**src/verilog/pmbr_pkg.sv**
```systemverilog
// Constants, states and carrier types for the burst read tail.
// Assumes a single PCI clock domain shared by the bus and the local side.
package pmbr_pkg;
    localparam logic [7:0] CTRL_OFFSET = 8'h00;
    localparam logic [7:0] STATUS_OFFSET = 8'h04;
    localparam logic [31:0] CTRL_RESET = 32'h00000001;
    localparam int CTRL_ENABLE_BIT = 0;
    localparam int TSR_DATA_MODE_BIT = 3;
    localparam int TSR_SUCCESS_BIT = 8;
    localparam int TSR_ACK64_BIT = 9;
    localparam int TSR_WIDTH = 10;
    localparam int BUF_DEPTH = 2;
    localparam logic [1:0] BUF_FULL_COUNT = 2'h2;

    typedef enum logic [2:0] {
        ST_IDLE = 3'b000,
        ST_ADDR = 3'b001,
        ST_DATA = 3'b010,
        ST_LAST = 3'b011,
        ST_END = 3'b100,
        ST_DRAIN = 3'b101
    } pmbr_state_type;

    typedef struct packed {
        logic ackN;
        logic strobeN;
        logic lowAckN;
        logic highAckN;
    } pmbr_local_type;

    localparam pmbr_local_type LOCAL_IDLE = 4'hF;
endpackage

```
**src/verilog/pmbr_core.sv**
```systemverilog
// Master-mode burst memory read tail: data phases, termination, waits.
// Assumes PCI pins and local logic all run on mclk; pads resolve enables.
//
// Implementation choices: the register offsets and the APB interface to the registers.
`timescale 1ns/1ns
module pmbr_core import pmbr_pkg::*; (
    input wire logic mclk,
    input wire logic srst,
    input wire logic [7:0] paddr,
    input wire logic psel,
    input wire logic penable,
    input wire logic pwrite,
    input wire logic [31:0] pwdata,
    output logic [31:0] prdata,
    output logic pready,
    output logic pslverr,
    input wire logic trdyN,
    input wire logic devselN,
    input wire logic ack64N,
    input wire logic [63:0] adIn,
    output logic frameN,
    output logic frameOe,
    output logic req64N,
    output logic req64Oe,
    output logic irdyN,
    output logic irdyOe,
    input wire logic request32bitN,
    input wire logic request64bitN,
    input wire logic lastWordRequestN,
    input wire logic localReadyN,
    output logic masterDataAckN,
    output logic masterTransferStrobeN,
    output logic lowDwordAckN,
    output logic highDwordAckN,
    output logic [63:0] readDataOut,
    output logic [TSR_WIDTH-1:0] masterStatusVector
);
    pmbr_state_type stateQ, stateD;
    logic frameNQ, frameND, frameOeQ, frameOeD, req64NQ, req64ND, req64OeQ, req64OeD;
    logic irdyNQ, irdyND, irdyOeQ, irdyOeD, firstQ, firstD, is64Q, is64D;
    logic dataModeQ, dataModeD, successQ, successD, ack64Q, ack64D;
    logic [63:0] memQ [BUF_DEPTH];
    logic [63:0] memD [BUF_DEPTH];
    logic wrPtrQ, wrPtrD, rdPtrQ, rdPtrD, dwordSelQ, dwordSelD;
    logic [1:0] countQ, countD;
    logic [63:0] readDataQ, readDataD;
    pmbr_local_type localQ, localD;
    logic [31:0] ctrlQ, ctrlD, prdataQ, prdataD;
    logic preadyQ, preadyD, pslverrQ, pslverrD;
    logic phaseDone, push, pop, room;

    // A data phase completes at the edge where both ready lines are low.
    assign phaseDone = irdyOeQ && !irdyNQ && !trdyN;
    assign push = phaseDone;
    assign pop = !localQ.strobeN;

    // Two-entry buffer between the PCI data lines and the local side.
    always_comb begin
        memD = memQ;
        wrPtrD = wrPtrQ;
        rdPtrD = rdPtrQ;
        countD = countQ;
        if (push) begin
            memD[wrPtrQ] = is64Q ? adIn : {32'h00000000, adIn[31:0]};
            wrPtrD = !wrPtrQ;
        end
        if (pop) begin
            rdPtrD = !rdPtrQ;
        end
        countD = 2'(countQ + {1'b0, push} - {1'b0, pop});
        readDataD = memD[rdPtrD];
    end

    // Bus-side sequencing from address phase to release of the lines.
    always_comb begin
        stateD = stateQ;
        frameND = frameNQ;
        frameOeD = frameOeQ;
        req64ND = req64NQ;
        req64OeD = req64OeQ;
        irdyND = irdyNQ;
        irdyOeD = irdyOeQ;
        firstD = firstQ;
        is64D = is64Q;
        dataModeD = dataModeQ;
        room = countD < BUF_FULL_COUNT;
        successD = phaseDone;
        ack64D = dataModeQ && !ack64N && !devselN;
        case (stateQ)
            ST_IDLE: begin
                if (ctrlQ[CTRL_ENABLE_BIT] && (!request32bitN || !request64bitN)) begin
                    is64D = !request64bitN && request32bitN;
                    frameND = 1'b0;
                    frameOeD = 1'b1;
                    req64ND = !is64D;
                    req64OeD = 1'b1;
                    irdyND = 1'b1;
                    irdyOeD = 1'b1;
                    stateD = ST_ADDR;
                end
            end
            ST_ADDR: begin
                irdyND = 1'b0;
                firstD = 1'b1;
                dataModeD = 1'b1;
                if (!lastWordRequestN) begin
                    frameND = 1'b1;
                    req64ND = 1'b1;
                    stateD = ST_LAST;
                end else begin
                    stateD = ST_DATA;
                end
            end
            ST_DATA: begin
                if (phaseDone) begin
                    firstD = 1'b0;
                end
                if (phaseDone && !lastWordRequestN) begin
                    frameND = 1'b1;
                    req64ND = 1'b1;
                    irdyND = !room;
                    stateD = ST_LAST;
                end else begin
                    irdyND = !(room && ((firstQ && !phaseDone) || !localReadyN));
                end
            end
            ST_LAST: begin
                if (phaseDone) begin
                    irdyND = 1'b1;
                    stateD = ST_END;
                end else begin
                    irdyND = !room;
                end
            end
            ST_END: begin
                frameOeD = 1'b0;
                req64OeD = 1'b0;
                irdyOeD = 1'b0;
                stateD = ST_DRAIN;
            end
            ST_DRAIN: begin
                if (countD == 2'h0) begin
                    dataModeD = 1'b0;
                    stateD = ST_IDLE;
                end
            end
            default: begin
                stateD = ST_IDLE;
            end
        endcase
    end

    // Local-side handshake; each output is registered.
    always_comb begin
        localD = LOCAL_IDLE;
        dwordSelD = dwordSelQ;
        localD.ackN = !(dataModeD && countD != 2'h0);
        localD.strobeN = localD.ackN || localReadyN;
        if (stateQ == ST_IDLE) begin
            dwordSelD = 1'b0;
        end else if (!localD.strobeN && !is64Q) begin
            dwordSelD = !dwordSelQ;
        end
        localD.lowAckN = localD.strobeN || (!is64Q && dwordSelQ);
        localD.highAckN = localD.strobeN || (!is64Q && !dwordSelQ);
    end

    // APB slave with one wait state per access.
    always_comb begin
        ctrlD = ctrlQ;
        preadyD = psel && penable && !preadyQ;
        prdataD = 32'h00000000;
        pslverrD = 1'b0;
        if (preadyD) begin
            case (paddr)
                CTRL_OFFSET: prdataD = ctrlQ;
                STATUS_OFFSET: prdataD = {22'h0, masterStatusVector[TSR_WIDTH-1:4],
                    dataModeQ, stateQ};
                default: pslverrD = 1'b1;
            endcase
        end
        if (psel && penable && preadyQ && pwrite && paddr == CTRL_OFFSET) begin
            ctrlD = pwdata;
        end
    end

    always_ff @(posedge mclk) begin
        if (srst) begin
            stateQ <= ST_IDLE;
            frameNQ <= 1'b1;
            frameOeQ <= 1'b0;
            req64NQ <= 1'b1;
            req64OeQ <= 1'b0;
            irdyNQ <= 1'b1;
            irdyOeQ <= 1'b0;
            firstQ <= 1'b0;
            is64Q <= 1'b0;
            dataModeQ <= 1'b0;
            successQ <= 1'b0;
            ack64Q <= 1'b0;
            memQ[0] <= 64'h0000000000000000;
            memQ[1] <= 64'h0000000000000000;
            wrPtrQ <= 1'b0;
            rdPtrQ <= 1'b0;
            countQ <= 2'h0;
            readDataQ <= 64'h0000000000000000;
            dwordSelQ <= 1'b0;
            localQ <= LOCAL_IDLE;
            ctrlQ <= CTRL_RESET;
            prdataQ <= 32'h00000000;
            preadyQ <= 1'b0;
            pslverrQ <= 1'b0;
        end else begin
            stateQ <= stateD;
            frameNQ <= frameND;
            frameOeQ <= frameOeD;
            req64NQ <= req64ND;
            req64OeQ <= req64OeD;
            irdyNQ <= irdyND;
            irdyOeQ <= irdyOeD;
            firstQ <= firstD;
            is64Q <= is64D;
            dataModeQ <= dataModeD;
            successQ <= successD;
            ack64Q <= ack64D;
            memQ <= memD;
            wrPtrQ <= wrPtrD;
            rdPtrQ <= rdPtrD;
            countQ <= countD;
            readDataQ <= readDataD;
            dwordSelQ <= dwordSelD;
            localQ <= localD;
            ctrlQ <= ctrlD;
            prdataQ <= prdataD;
            preadyQ <= preadyD;
            pslverrQ <= pslverrD;
        end
    end

    assign prdata = prdataQ;
    assign pready = preadyQ;
    assign pslverr = pslverrQ;
    assign frameN = frameNQ;
    assign frameOe = frameOeQ;
    assign req64N = req64NQ;
    assign req64Oe = req64OeQ;
    assign irdyN = irdyNQ;
    assign irdyOe = irdyOeQ;
    assign masterDataAckN = localQ.ackN;
    assign masterTransferStrobeN = localQ.strobeN;
    assign lowDwordAckN = localQ.lowAckN;
    assign highDwordAckN = localQ.highAckN;
    assign readDataOut = readDataQ;
    assign masterStatusVector = {ack64Q, successQ, 4'h0, dataModeQ, 3'h0};
endmodule

```
**config.mk**
```make
export PLATFORM = sky130hd
export DESIGN_NAME = pmbr_core
export DESIGN_NICKNAME = d
export VERILOG_FILES = /design/src/verilog/pmbr_pkg.sv /design/src/verilog/pmbr_core.sv
export SDC_FILE = /design/constraint.sdc
export NUM_CORES = 1
export LEC_CHECK = 0
export ABC_AREA = 1
export BUFFER_PORTS_ARGS = -buffer_cell sky130_fd_sc_hd__buf_4
export CAP_MARGIN = 5
export CORE_MARGIN = 5
export CORE_UTILIZATION = 45
export CTS_CLUSTER_DIAMETER = 120
export DETAILED_ROUTE_END_ITERATION = 10
export PLACE_DENSITY = 0.69
export SYNTH_ARGS = -nofsm -noshare
export SYNTH_HDL_FRONTEND = slang
export SYNTH_SLANG_ARGS = --single-unit
```
**constraint.sdc**
```tcl
create_clock -name mclk -period 2.59 [get_ports mclk]
set_input_delay 0.1295 -clock mclk [delete_from_list [all_inputs] [get_ports mclk]]
set_output_delay 0.1295 -clock mclk [all_outputs]
set_load 0.02 [all_outputs]
```
==> out/metrics.cfg <==
[place]
port_buffers = 226
place.gp.congestion = 0.796
dpl.hpwl_um = 15700
placed_area_um2 = 11800

[logic_synthesis]
avgSynthCellArea_um2 = 8.22
synth-edff-count = 0
syn_inst = 1223
synth_top_area_share_pct = 55.5
synth.area.top_cells = dfxtp_1 56%, nand2_1 6.9%, nor2_1 6.9%, inv_1 5.7%, o21ai_0 4.9%
async_flop_share_pct = 0
ys_warn_count = 0
synth_cell_type_count = 29
yosysMostFrequentCell = dfxtp_1
synth_largest_area_cell = dfxtp_1
synth-main-ff-cell = dfxtp_1
ys_seq_elements = 279
ys_seq_area_share_pct = 55.5
yosys-top-cells-count = 279 x dfxtp_1, 185 x nand2_1, 184 x nor2_1
syn_area_um2 = 10100

[sta]
rsz0062_at_grt = false
maxSlewViolCount = 0
finalHoldViolations = 0
clock_skew_ns = 0.0165
period_share_pct = 84.6
max_freq_ghz = 0.457
setup_viol = 0
slew_headroom_pct = 55.5
finalSetupTns_ns = 0
worstMarginPinSlew_ns = 0.667
fin_hold_ws_ns = 0.0237
fin_crit_ns = 2.19

[worst_setup_path]
r2r_end = lowDwordAckN
critPathRequiredTime_ns = 2.98
startpoint = irdyOe
crit_path_start_kind = flip-flop
critPathArrivalTime_ns = 2.58
worst-path-max-fanout = 8
rrSetupSlack_ns = 0.40
crit_type = reg -> reg
crit_path_end = lowDwordAckN
cp-end-kind = flip-flop
reg2reg_from = irdyOe
reg2reg_depth = 16

[routing]
via_per_inst = 4.80
ant_nets = 0
drc = 0
postRouteWirelength_um = 25500
dr.pass1.iters = 7
num_vias = 8681
drt_iter0_drc = 502
drt-wirelength-per-cell_um = 14.1

[floorplanning]
initial_core_util_pct = 45.9
coreArea_um2 = 21900
dieHeight_um = 160
die_w_um = 160
rows = 54
fp.dieArea_um2 = 25400
io_pins = 234

[final_layout]
fill_cells = 1901
synthToLayoutAreaGrowth_pct = 35.6
nets = 1624
stdcell_area_um2 = 13600
drive_gt1_share_pct = 21.7
final_util_pct = 62.3

[job]
drv_cap = 0

[clock_network]
postCtsSetupBuffers = 0
post_cts.resized_instances = 0
clock-sinks = 279
cts_buffers = 28
htree_levels = 1
clock_latency_ns = 0.53
clk_pin_slew_worst_paths_ns = 0.06
cts_root_buffer = clkbuf_16
cts_hold_buf = 91
clockBufferDepth = 3
cts_tree = done

[grt]
first_global_vias = 8515
grt_use_total_pct = 19.4
grt_pass1_wl_um = 42600
grt_max_degree = 143
grt_remaining_overflow = 0
grt_antenna_before_repair = 1

[power]
p_per_area_nw_per_um2 = 726
p_leak_uw = 0.00566
power.total_uw = 9900
max-vdd-ir-drop_v = 0.000412

[outcome]
status = complete, no violations

[hold_path]
hold_class = in -> reg

flip-flops by register name, summed over array words and instances, names as in the netlist, 2 cells and up:
name	count
countQ	2
ctrlQ	32
memQ	128
prdata	32
readDataOut	64
stateQ	3
report_power, final:
| part | switching, uW | leakage, uW | internal [uW] | total [uW] |
|---|---|---|---|---|
| clock network | 1590 | 0.000462 | 2380 | 3970 |
| registers | 87.4 | 0.00225 | 4430 | 4520 |
| logic | 833 | 0.00294 | 577 | 1410 |
logic make-up (layout without fill, tap and decap cells):
group | count (synthesis) | count (layout) | share of synthesized area [%]
DFF | 279 | 279 | 55.5
other | 1 | 8 | 0.0373
buffers and inverters | 243 | 542 | 10.9
and+or+nand+nor | 424 | 424 | 16.7
adders and majority gates | 2 | 2 | 0.249
AOI/OAI and AO/OA | 273 | 273 | 16.4
xor gates and xnor gates | 1 | 1 | 0.0871
worst max-delay path, cell delays in order, from the launching register on:
cell	delay, ns
dfxtp_1	0.39
inv_1	0.07
nor2_2	0.09
nand2_2	0.13
ha_1	0.30
inv_1	0.03
ha_1	0.18
inv_1	0.05
nand2_1	0.05
nand3_1	0.08
nand2_1	0.11
nand3_1	0.09
nand2_1	0.06
nand2_1	0.10
nand2_1	0.06
nor2_1	0.14
o21ai_0	0.11
area by class of cell:
type	count	area, um2	area share [%]
inverters	156	586	4.29
clock inverters	7	60.1	0.440
flip-flops and latches	279	5590	40.9
well taps	280	350	2.57
repair buffers	334	2790	20.4
multi-input cells	707	3410	25.0
diodes	1	2.50	0.0183
clock buffers	45	866	6.35
per-stage QoR:
step,cells,setup WS (ns)
final,1809,0.400
after global routing,1809,0.0664
after floorplan,1229,0.511
after detailed placement,1665,0.407
after global placement,1665,0.499
after CTS,1808,0.382
metal layers:
metal / up-vias / part of all wire (%) / wire length [um] / GRT usage, %
met5: - / 0 / 0 / 0
met4: 0 / 1.9 / 486 / 4.34
met3: 42 / 6.6 / 1690 / 4.17
met2: 239 / 48 / 12300 / 33.0
met1: 3973 / 43 / 11000 / 25.2
li1: 4427 / - / - / -
how the worst min path moves through the flow:
stage	from	endpoint	depth (start not counted)
after floorplan	devselN	ack64Q	1
after global placement	devselN	ack64Q	2
after detailed placement	devselN	ack64Q	2
after CTS	adIn[60]	memQ[124]	5
after global routing	adIn[44]	memQ[108]	5
final	adIn[60]	memQ[124]	5
placed cells by master, fill, tap and decap left out, types with 8 or more instances in the layout:
cell type | synthesis | final
o22ai_2 | 27 | 27
a21oi_1 | 76 | 76
nand2_1 | 185 | 183
inv_1 | 153 | 152
clkbuf_1 | 38 | 8
nor2_1 | 184 | 184
buf_4 | 13 | 239
nand3_1 | 19 | 19
dlygate4sd3_1 | 0 | 91
o22ai_1 | 37 | 37
clkbuf_8 | 0 | 8
o21ai_1 | 23 | 23
dfxtp_1 | 279 | 279
o21ai_0 | 99 | 99
nor3_1 | 30 | 30
clkbuf_16 | 0 | 29
o21ai_2 | 9 | 9
Power figures use the tool's default switching activity.
